<file path="config.mk">
export PLATFORM = sky130hd
export DESIGN_NAME = ussu_core
export DESIGN_NICKNAME = d
export VERILOG_FILES = /design/src/core/ussu_core.v /design/src/core/ussu_fifo.v
export VERILOG_INCLUDE_DIRS = /design/src /design/src/shared
export SDC_FILE = /design/constraint.sdc
export NUM_CORES = 1
export LEC_CHECK = 0
export ABC_AREA = 1
export BUFFER_PORTS_ARGS = -buffer_cell sky130_fd_sc_hd__buf_2
export CAP_MARGIN = 0
export CORE_MARGIN = 2
export CORE_UTILIZATION = 54
export CTS_CLUSTER_DIAMETER = 30
export CTS_CLUSTER_SIZE = 24
export DETAILED_ROUTE_END_ITERATION = 10
export PLACE_DENSITY_LB_ADDON = 0.2
export SLEW_MARGIN = 5
export SYNTH_ARGS = -nofsm -noshare
export SYNTH_HDL_FRONTEND = slang
export SYNTH_HIERARCHICAL = 1
export SYNTH_SLANG_ARGS = --single-unit
export TNS_END_PERCENT = 10
</file>
<file path="constraint.sdc">
create_clock -name sys_clk_i -period 1.91 [get_ports sys_clk_i]
set_input_delay 0.2865 -clock sys_clk_i [delete_from_list [all_inputs] [get_ports sys_clk_i]]
set_output_delay 0.2865 -clock sys_clk_i [all_outputs]
set_load 0.01 [all_outputs]
</file>
<file path="src/shared/ussu_consts.vh">
`ifndef USSU_CONSTS_VH
`define USSU_CONSTS_VH

// ==========================================================
// Wire modes
`define USSU_WM_OFF         2'h0
`define USSU_WM_THREE       2'h1
`define USSU_WM_TWO         2'h2
`define USSU_WM_TWO_HOLD    2'h3

// ==========================================================
// Counter and shift register
`define USSU_CNT_W          4
`define USSU_CNT_RST        4'h0
`define USSU_CNT_MAX        4'hf
`define USSU_CNT_ACK        4'he
`define USSU_SR_W           8
`define USSU_SR_RST         8'h00
`define USSU_SR_MSB         7

// ==========================================================
// Start detector data delay
`define USSU_CLK_PERIOD_NS  8
`define USSU_SDA_DLY_MIN_NS 50
`define USSU_SDA_DLY_MAX_NS 300
`define USSU_SDA_DLY_CYC    ((`USSU_SDA_DLY_MIN_NS + `USSU_CLK_PERIOD_NS - 1) / `USSU_CLK_PERIOD_NS)

// ==========================================================
// Receive buffer
`define USSU_FIFO_DEPTH     16
`define USSU_FIFO_AW        4

`endif

</file>
<file path="src/core/ussu_core.v">
`timescale 1ns/1ps
`include "ussu_consts.vh"

// Contract
// Three-wire mode works as serial mode 0/1 unit, no select pin.
// Every shift clock also advances the 4-bit counter.
// Edge select 0 samples on rising edges, shifts output on falling.
// Edge select 1 samples on falling edges, shifts output on rising.
// Master clock made by port toggle or clock toggle strobe.
// Both sides load data and enable drivers half a clock before sampling.
// External clock counts both edges; sixteen edges overflow a byte.
// Enabled overflow flag can wake the processor from idle.
// Two-wire mode has no slew limiting nor input filtering.
// Two-wire master clocks by software; only slave holds clock line.
// Two-wire master checks clock line really rose after release.
// Master starts by pulling data low while clock high.
// Start sets flag, then clock held low after next falling edge.
// Two-wire slave samples data on each rising clock edge.
// Counter overflow after eight bits holds clock low until released.
// Acknowledge bit uses counter preload of 14 before clock release.
// Unaddressed slave releases clock and waits for next start.
// Slave unable to take data withholds the acknowledge.
// Data line delayed 50 to 300 ns against clock for start detect.
// Start detection works without the system clock for power-down wake.
// Stand-alone counter increments on both external clock edges.
// Counter chains with timer overflow to form 12-bit counter.
// Overflow flag sets when counter wraps from 15 to 0.
// Flags clear only by writing one; clearing releases their hold.
// Shift clock colliding with register write keeps written value.
// Shift toward MSB, bit 7 out, sampled input into bit 0.
module ussu_core #(
	parameter SR_W       = `USSU_SR_W,
	parameter CNT_W      = `USSU_CNT_W,
	parameter FIFO_DEPTH = `USSU_FIFO_DEPTH,
	parameter FIFO_AW    = `USSU_FIFO_AW
) (
	// Clock and reset
	input  wire             sys_clk_i,
	input  wire             rst_b_i,
	// Serial pins
	input  wire             serial_clock_pin_i,
	output wire             serial_clock_pin_o,
	output wire             serial_clock_pin_oe_o,
	input  wire             serial_in_pin_i,
	output wire             data_pin_o,
	output wire             data_pin_oe_o,
	output wire             serial_out_pin_o,
	output wire             serial_out_pin_oe_o,
	// Configuration
	input  wire [1:0]       wire_mode_i,
	input  wire             external_clock_select_i,
	input  wire             edge_select_i,
	input  wire             clock_dir_i,
	input  wire             data_dir_i,
	input  wire             start_irq_en_i,
	input  wire             ovf_irq_en_i,
	// Strobes and clock sources
	input  wire             soft_clock_strobe_i,
	input  wire             clock_toggle_strobe_i,
	input  wire             timer_overflow_i,
	input  wire             clock_port_wr_i,
	input  wire             clock_port_wdata_i,
	// Shift register and counter access
	input  wire             shift_register_wr_i,
	input  wire [SR_W-1:0]  shift_register_wdata_i,
	input  wire             count_wr_i,
	input  wire [CNT_W-1:0] count_wdata_i,
	output wire [SR_W-1:0]  shift_register_o,
	output wire [CNT_W-1:0] count_o,
	// Flags
	input  wire             start_clr_i,
	input  wire             ovf_clr_i,
	input  wire             stop_clr_i,
	output wire             start_detect_flag_o,
	output wire             count_overflow_flag_o,
	output wire             stop_flag_o,
	output wire             collision_o,
	output wire             count_wrap_o,
	// Wake and interrupt requests
	output wire             start_irq_o,
	output wire             idle_wake_o,
	output wire             powerdown_wake_o,
	// Received byte stream
	output wire             rx_valid_o,
	input  wire             rx_ready_i,
	output wire [SR_W-1:0]  rx_data_o
);

	// ==========================================================
	// Pin synchronisers
	wire [1:0] pin_raw = {serial_clock_pin_i, serial_in_pin_i};
	reg  [1:0] pin_s1_q;
	reg  [1:0] pin_s2_q;

	genvar gi;
	generate
		for (gi = 0; gi < 2; gi = gi + 1) begin : g_sync
			always @(posedge sys_clk_i or negedge rst_b_i) begin
				if (!rst_b_i) begin
					pin_s1_q[gi] <= 1'b1;
					pin_s2_q[gi] <= 1'b1;
				end else begin
					pin_s1_q[gi] <= pin_raw[gi];
					pin_s2_q[gi] <= pin_s1_q[gi];
				end
			end
		end
	endgenerate

	wire scl_s = pin_s2_q[1];
	wire din_s = pin_s2_q[0];

	// ==========================================================
	// Edge detection and delayed data line
	localparam DLY = `USSU_SDA_DLY_CYC;
	reg           scl_prev_q;
	reg [DLY-1:0] sda_dly_q;
	reg           sda_dly_prev_q;

	wire scl_rise = scl_s & ~scl_prev_q;
	wire scl_fall = ~scl_s & scl_prev_q;
	wire sda_dly  = sda_dly_q[DLY-1];

	always @(posedge sys_clk_i or negedge rst_b_i) begin
		if (!rst_b_i) begin
			scl_prev_q     <= 1'b1;
			sda_dly_q      <= {DLY{1'b1}};
			sda_dly_prev_q <= 1'b1;
		end else begin
			scl_prev_q     <= scl_s;
			sda_dly_q      <= {sda_dly_q[DLY-2:0], din_s};
			sda_dly_prev_q <= sda_dly;
		end
	end

	// ==========================================================
	// Mode decode
	function is_two_wire;
		input [1:0] wm;
		begin
			is_two_wire = (wm == `USSU_WM_TWO) || (wm == `USSU_WM_TWO_HOLD);
		end
	endfunction

	wire two_wire   = is_two_wire(wire_mode_i);
	wire three_wire = (wire_mode_i == `USSU_WM_THREE);
	wire ovf_hold_m = (wire_mode_i == `USSU_WM_TWO_HOLD);

	// ==========================================================
	// Shift clock selection
	// Sample edge rises with edge select 0, falls with 1
	wire ext_sample = edge_select_i ? scl_fall : scl_rise;
	wire ext_shift  = edge_select_i ? scl_rise : scl_fall;
	wire int_tick   = edge_select_i ? timer_overflow_i : soft_clock_strobe_i;

	wire sample_tick = external_clock_select_i ? ext_sample : int_tick;
	// Both external edges count
	wire cnt_tick    = external_clock_select_i ? (scl_rise | scl_fall) : int_tick;

	// ==========================================================
	// Shift register, counter and output latch
	reg  [SR_W-1:0]  sr_q;
	reg  [SR_W-1:0]  sr_d;
	reg  [CNT_W-1:0] cnt_q;
	reg  [CNT_W-1:0] cnt_d;
	reg              latch_open_q;
	reg              latch_open_d;
	reg              dout_q;
	reg              dout_d;

	wire cnt_wrap = cnt_tick & ~count_wr_i & (cnt_q == `USSU_CNT_MAX);

	always @* begin
		sr_d = sr_q;
		if (shift_register_wr_i) begin
			sr_d = shift_register_wdata_i;
		end else if (sample_tick) begin
			sr_d = {sr_q[SR_W-2:0], din_s};
		end
	end

	always @* begin
		cnt_d = cnt_q;
		if (count_wr_i) begin
			cnt_d = count_wdata_i;
		end else if (cnt_tick) begin
			cnt_d = cnt_q + 1'b1;
		end
	end

	// Latch closes at the sample edge, opens at the shift edge
	always @* begin
		latch_open_d = latch_open_q;
		if (ext_sample) begin
			latch_open_d = 1'b0;
		end else if (ext_shift) begin
			latch_open_d = 1'b1;
		end
		dout_d = dout_q;
		if (~external_clock_select_i | latch_open_d) begin
			dout_d = sr_d[`USSU_SR_MSB];
		end
	end

	always @(posedge sys_clk_i or negedge rst_b_i) begin
		if (!rst_b_i) begin
			sr_q         <= `USSU_SR_RST;
			cnt_q        <= `USSU_CNT_RST;
			latch_open_q <= 1'b1;
			dout_q       <= 1'b0;
		end else begin
			sr_q         <= sr_d;
			cnt_q        <= cnt_d;
			latch_open_q <= latch_open_d;
			dout_q       <= dout_d;
		end
	end

	// ==========================================================
	// Start, stop and overflow flags
	reg start_flag_q;
	reg ovf_flag_q;
	reg stop_flag_q;
	reg start_hold_q;
	reg ack_phase_q;

	// Clock high while delayed data falls
	wire start_det = two_wire & scl_s & ~sda_dly & sda_dly_prev_q;
	wire stop_det  = two_wire & scl_s & sda_dly & ~sda_dly_prev_q;

	always @(posedge sys_clk_i or negedge rst_b_i) begin
		if (!rst_b_i) begin
			start_flag_q <= 1'b0;
			ovf_flag_q   <= 1'b0;
			stop_flag_q  <= 1'b0;
			start_hold_q <= 1'b0;
			ack_phase_q  <= 1'b0;
		end else begin
			// Set wins over clear
			start_flag_q <= start_det | (start_flag_q & ~start_clr_i);
			ovf_flag_q   <= cnt_wrap | (ovf_flag_q & ~ovf_clr_i);
			stop_flag_q  <= stop_det | (stop_flag_q & ~stop_clr_i);
			if (start_det | (start_clr_i & ~start_flag_q) | ~two_wire) begin
				start_hold_q <= 1'b0;
			end else if (start_clr_i) begin
				start_hold_q <= 1'b0;
			end else if (start_flag_q & scl_fall) begin
				start_hold_q <= 1'b1;
			end
			if (cnt_wrap) begin
				ack_phase_q <= 1'b0;
			end else if (two_wire & count_wr_i & (count_wdata_i == `USSU_CNT_ACK)) begin
				ack_phase_q <= 1'b1;
			end
		end
	end

	// ==========================================================
	// Received byte capture into buffer
	reg             pend_q;
	reg [SR_W-1:0]  pend_data_q;
	wire            fifo_in_ready;

	always @(posedge sys_clk_i or negedge rst_b_i) begin
		if (!rst_b_i) begin
			pend_q      <= 1'b0;
			pend_data_q <= `USSU_SR_RST;
		end else begin
			if (cnt_wrap & ~ack_phase_q & (three_wire | two_wire)) begin
				pend_q      <= 1'b1;
				pend_data_q <= sr_d;
			end else if (fifo_in_ready) begin
				pend_q <= 1'b0;
			end
		end
	end

	ussu_fifo #(
		.WIDTH (SR_W),
		.DEPTH (FIFO_DEPTH),
		.AW    (FIFO_AW)
	) u_fifo (
		.clk_i       (sys_clk_i),
		.rst_b_i     (rst_b_i),
		.in_valid_i  (pend_q),
		.in_ready_o  (fifo_in_ready),
		.in_data_i   (pend_data_q),
		.out_valid_o (rx_valid_o),
		.out_ready_i (rx_ready_i),
		.out_data_o  (rx_data_o)
	);

	// ==========================================================
	// Clock port and line drive
	reg clk_port_q;

	always @(posedge sys_clk_i or negedge rst_b_i) begin
		if (!rst_b_i) begin
			clk_port_q <= 1'b0;
		end else if (clock_port_wr_i) begin
			clk_port_q <= clock_port_wdata_i;
		end else if (clock_toggle_strobe_i) begin
			clk_port_q <= ~clk_port_q;
		end
	end

	// Slave-side holds; a stalled buffer also stretches the clock
	wire ovf_hold = ovf_hold_m & ovf_flag_q;
	wire buf_hold = two_wire & pend_q & ~fifo_in_ready;
	wire scl_hold = start_hold_q | ovf_hold | buf_hold;

	// Raw output levels, no edge shaping on either line
	assign serial_clock_pin_o    = two_wire ? 1'b0 : clk_port_q;
	assign serial_clock_pin_oe_o = two_wire ? ((clock_dir_i & ~clk_port_q) | scl_hold) : clock_dir_i;

	// No acknowledge when the buffer cannot take another byte
	wire ack_block  = ack_phase_q & (pend_q | ~fifo_in_ready);
	wire sda_low    = data_dir_i & ~dout_q & ~ack_block;

	assign data_pin_o          = 1'b0;
	assign data_pin_oe_o       = two_wire & sda_low;
	assign serial_out_pin_o    = dout_q;
	assign serial_out_pin_oe_o = three_wire & data_dir_i;

	// ==========================================================
	// Status and wake outputs
	assign shift_register_o      = sr_q;
	assign count_o               = cnt_q;
	assign start_detect_flag_o   = start_flag_q;
	assign count_overflow_flag_o = ovf_flag_q;
	assign stop_flag_o           = stop_flag_q;
	assign collision_o           = two_wire & (dout_q != din_s);
	assign count_wrap_o          = cnt_wrap;
	assign start_irq_o           = start_irq_en_i & start_flag_q;
	assign idle_wake_o           = ovf_irq_en_i & ovf_flag_q;

	// Clockless path: pins alone request wake from power-down
	assign powerdown_wake_o = two_wire & start_irq_en_i & (serial_clock_pin_i & ~serial_in_pin_i);

endmodule // ussu_core

</file>
<file path="src/core/ussu_fifo.v">
`timescale 1ns/1ps

// ==========================================================
// Synchronous FIFO with valid/ready on both sides
module ussu_fifo #(
	parameter WIDTH = 8,
	parameter DEPTH = 16,
	parameter AW    = 4
) (
	// Clock and reset
	input  wire             clk_i,
	input  wire             rst_b_i,
	// Fill side
	input  wire             in_valid_i,
	output wire             in_ready_o,
	input  wire [WIDTH-1:0] in_data_i,
	// Drain side
	output wire             out_valid_o,
	input  wire             out_ready_i,
	output reg  [WIDTH-1:0] out_data_o
);

	reg [WIDTH-1:0] mem [0:DEPTH-1];
	reg [AW-1:0]    wr_ptr_q;
	reg [AW-1:0]    rd_ptr_q;
	reg [AW:0]      fill_q;

	wire push = in_valid_i & in_ready_o;
	wire pop  = out_valid_o & out_ready_i;

	assign in_ready_o  = (fill_q != DEPTH[AW:0]);
	assign out_valid_o = (fill_q != {(AW+1){1'b0}});

	always @(posedge clk_i) begin
		if (push) begin
			mem[wr_ptr_q] <= in_data_i;
		end
	end

	always @* begin
		out_data_o = mem[rd_ptr_q];
	end

	always @(posedge clk_i or negedge rst_b_i) begin
		if (!rst_b_i) begin
			wr_ptr_q <= {AW{1'b0}};
			rd_ptr_q <= {AW{1'b0}};
			fill_q   <= {(AW+1){1'b0}};
		end else begin
			if (push) begin
				wr_ptr_q <= (wr_ptr_q == DEPTH[AW-1:0] - 1'b1) ? {AW{1'b0}} : wr_ptr_q + 1'b1;
			end
			if (pop) begin
				rd_ptr_q <= (rd_ptr_q == DEPTH[AW-1:0] - 1'b1) ? {AW{1'b0}} : rd_ptr_q + 1'b1;
			end
			if (push & ~pop) begin
				fill_q <= fill_q + 1'b1;
			end else if (pop & ~push) begin
				fill_q <= fill_q - 1'b1;
			end
		end
	end

endmodule // ussu_fifo

</file>
==> results.yml <==
grt:
  grtUsageMet2_pct: 39.32
  globalRouteMet3Util_pct: 4.564
  antenna_found_initial: 0
  met1_usage_pct: 29.64
  grt_pass1_wl_um: 28420
  grt_start_max_net_pins: 56
  overflow_left_after_global_routing: 0
  global_route.peak_usage_layer: "met2"
  first_global_vias: 5586
  groute.usage.overall_pct: 23.16
worst_setup_path:
  crit_path_frequent_cell: "sky130_fd_sc_hd__nand2_1"
  critPathMaxFanout: 11
  critPathArrivalTime_ns: 1.84
  worst_ep_required_time_ns: 1.62
  path_cells: "buf_12 > nor2_8 > buf_4 > nand3_1 > nand2_1 > nor2_1 > nand2_1 > nand2_1 > buf_2"
  wp_buf_inv: 3
  timing.critical_path.slowest_stage_cell: "sky130_fd_sc_hd__dfrtp_2"
  reg2reg_setup_slack_ns: 0
  startpoint_type: "flop"
  worst_setup_path_end_kind: "output pin"
  largest_stage_delay_worst_path_ns: 0.44
  worst_setup_path_category: "flop to output pin"
  cpLargestDelayFamily: "simple AND/OR/NAND/NOR gates"
sta:
  layout_setup_ws_ns: -0.2162
  setup-tns-final_ns: -1.805
  maxSlewHeadroom_pct: 50.94
  fin_hold_ws_ns: 0.04351
  setup_viol_count_final: 12
  rsz0062_at_grt: "yes"
  timing.final.crit_period_ns: 2.126
  fin_worst_skew_ns: 0.005740
  final_critical_path_share_of_the_clock_period_pct: 111.3
  final-hold-violation-count: 0
  timing.fmax_ghz: 0.4703
  worst_slew_pin_slew_ns: 0.7359
  slew_violations: 0
floorplan:
  die_x_um: 127.6
  fp.dieArea_um2: 16270
  ios: 70
  die_height_um: 127.6
  number_of_core_rows: 45
  floorplan.initialDensity_pct: 54.85
  area_of_the_core_um2: 15030
outcome:
  failing_checks: "negative setup slack"
  status: "finished with violations"
placed_design:
  port_buffers: 68
  placedInstanceArea_um2: 8899
  detailed_place_hpwl_um: 11590
  preCtsSetupSlack_ns: -0.02864
  gp_routability_congestion: 0.7906
routing:
  vias_per_cell: 5.174
  avgRoutedWirePerCell_um: 15.99
  first_iter_violations: 460
  firstDrtPassIters: 5
  detail-route-antenna-nets: 0
  postRouteWirelength_um: 18340
  drc: 0
  total_number_of_vias: 5935
cts:
  clock_insertion_delay_worst_skew_ns: 0.43
  cts_htree_levels: 4
  clk_pin_slew_ns: 0.06
  numCtsBuffers: 17
  clock_tree_buf_depth: 2
  clock_tree_from_tritoncts: "done"
  clock_sink_count: 183
  cts_root_buf: "sky130_fd_sc_hd__clkbuf_16"
pwr:
  power_density_nw_per_um2: 1284
  vdd_ir_drop_max_mv: 0.6580
  p_leak_nw: 4.500
worst_hold_path:
  min-delay-path-class: "primary input to flop"
finish:
  num-fill-cells: 1137
  seq_cell_area_um2: 5241
  antennaDiodeCount: 0
  final_util_pct: 66.46
  finish.instance_area_um2: 9991
  area_used_by_multi_input_combinational_logic_um2: 2681
  post_route_cells_drive_above_1_share_pct: 24.30
  area_delta_synth_final_pct: 21.17
  final_nets: 994
yosys:
  synth_seq_area_share_pct: 63.52
  synthCells: 842
  dominant_combinational_cell_family_by_area_after_synthesis: "simple AND/OR/NAND/NOR gates"
  synth_simple_gate_area_share_pct: 25.63
  synthesis.area_um2: 8245
  synth_xor_xnor_area_share_pct: 0.7436
  synth.net_count: 890
  synth-main-ff-cell: "sky130_fd_sc_hd__edfxtp_1"
  synth.yosys.warnings: 6
  post_synth_fa_ha_maj_area_fraction_pct: 2.064
  asyncSetResetFlopFracSynth_pct: 30.05
  syn-mean-instance-area_um2: 9.793
  synth_compound_gate_area_share_pct: 1.517
  synth_seq_cells: 183
  synth.area.mux_share_pct: 0.1366
  synth_cell_type_count: 43
  synth_edf_count: 128
flow_run:
  max_cap_viol_count: 0
-- layout by cell type, fill, tap and decap left out, types with 4 or more instances in the layout --
cell / instances
sky130_fd_sc_hd__inv_2: 7
sky130_fd_sc_hd__o21ai_0: 10
sky130_fd_sc_hd__xnor2_1: 5
sky130_fd_sc_hd__nand2_1: 306
sky130_fd_sc_hd__inv_4: 4
sky130_fd_sc_hd__buf_6: 7
sky130_fd_sc_hd__inv_1: 82
sky130_fd_sc_hd__buf_2: 66
sky130_fd_sc_hd__nand2_2: 18
sky130_fd_sc_hd__nor2_1: 55
sky130_fd_sc_hd__buf_4: 22
sky130_fd_sc_hd__clkbuf_16: 20
sky130_fd_sc_hd__nand4_1: 4
sky130_fd_sc_hd__nand3_1: 64
sky130_fd_sc_hd__dfstp_2: 14
sky130_fd_sc_hd__ha_1: 9
sky130_fd_sc_hd__buf_12: 7
sky130_fd_sc_hd__nand3_2: 19
sky130_fd_sc_hd__nor2_2: 15
sky130_fd_sc_hd__edfxtp_1: 128
sky130_fd_sc_hd__clkbuf_1: 4
sky130_fd_sc_hd__dfrtp_1: 38
-- report_power, final --
part / switching, W / internal [W]
logic: 0.00253 / 0.00173
registers: 0.000373 / 0.00457
clock network: 0.00142 / 0.00220
-- cell usage after synthesis, types with 4 or more instances --
cell type,count,area share [%]
sky130_fd_sc_hd__buf_2,10,0.61
sky130_fd_sc_hd__buf_4,4,0.36
sky130_fd_sc_hd__clkbuf_1,6,0.27
sky130_fd_sc_hd__dfrtp_1,41,12
sky130_fd_sc_hd__dfstp_2,14,4.5
sky130_fd_sc_hd__edfxtp_1,128,47
sky130_fd_sc_hd__ha_1,12,1.8
sky130_fd_sc_hd__inv_1,85,3.9
sky130_fd_sc_hd__inv_2,7,0.32
sky130_fd_sc_hd__nand2_1,324,15
sky130_fd_sc_hd__nand3_1,70,4.2
sky130_fd_sc_hd__nand3_2,13,1.6
sky130_fd_sc_hd__nand4_1,4,0.30
sky130_fd_sc_hd__nor2_1,69,3.1
sky130_fd_sc_hd__o21ai_0,12,0.73
sky130_fd_sc_hd__xnor2_1,5,0.53
-- through the flow --
stage | power [W] | cells
6_report | 0.01283 | 1147
2_1_floorplan | 0.007324 | 842
5_1_grt | 0.01348 | 1147
3_3_place_gp | 0.008487 | 1096
4_1_cts | 0.01254 | 1144
3_5_place_dp | 0.008548 | 1096
-- flip-flops by register name (all words and copies together), names as in the netlist, 2 cells and up --
name              count
sda_dly_q             7
u_fifo/fill_q         5
u_fifo/rd_ptr_q       4
pend_data_q           8
u_fifo/mem          128
u_fifo/wr_ptr_q       4
pin_s1_q              2
count_o               4
shift_register_o      8
-- area by class of cell --
| type | instances | share of cell area (%) |
|---|---|---|
| repair buffers | 109 | 8.378 |
| clock buffers | 24 | 4.934 |
| multi-input cells | 539 | 26.84 |
| well taps | 188 | 2.354 |
| clock inverters | 8 | 1.202 |
| inverters | 96 | 3.832 |
| flip-flops and latches | 183 | 52.46 |
-- routing by layer --
layer,vias up,wire [µm]
li1,2909,-
met1,2817,7894
met2,175,9205
met3,34,913
met4,0,331
met5,-,0
-- final timing paths --
| kind | cells after the start | to | startpoint |
|---|---|---|---|
| max reg2reg | 13 | pend_data_q[3]$_DFFE_PN0P_ | scl_s$_DFF_PN1_ |
| max in group asynchronous | 3 | sda_dly_q[1]$_DFF_PN1_ | rst_b_i |
| min | 2 | stop_flag_o$_DFF_PN0_ | stop_clr_i |
| min reg2reg | 0 | sda_dly_q[3]$_DFF_PN1_ | sda_dly_q[2]$_DFF_PN1_ |
| min in group asynchronous | 3 | shift_register_o[2]$_DFF_PN0_ | rst_b_i |
| max | 9 | rx_data_o[0] | u_fifo/rd_ptr_q[1]$_DFFE_PN0P_ |
-- repair_timing --
item                       in CTS  in global routing
buffers inserted               11                  2
hold buffers                    3                  0
gates cloned                    2                  2
hold endpoints to repair       43                  0
setup endpoints to repair      34                111
pin swaps                      10                 12
resized for setup              31                 47
-- logic make-up after synthesis --
group                    count (synthesis)
XOR/XNOR                                 7
buffers and inverters                  120
AND/OR/NAND/NOR                        496
adder cells (fa/ha/maj)                 13
multiplexers                             1
flip-flops                             183
AO/OA/AOI/OAI                           21
other                                    1
Power figures use the tool's default switching activity.
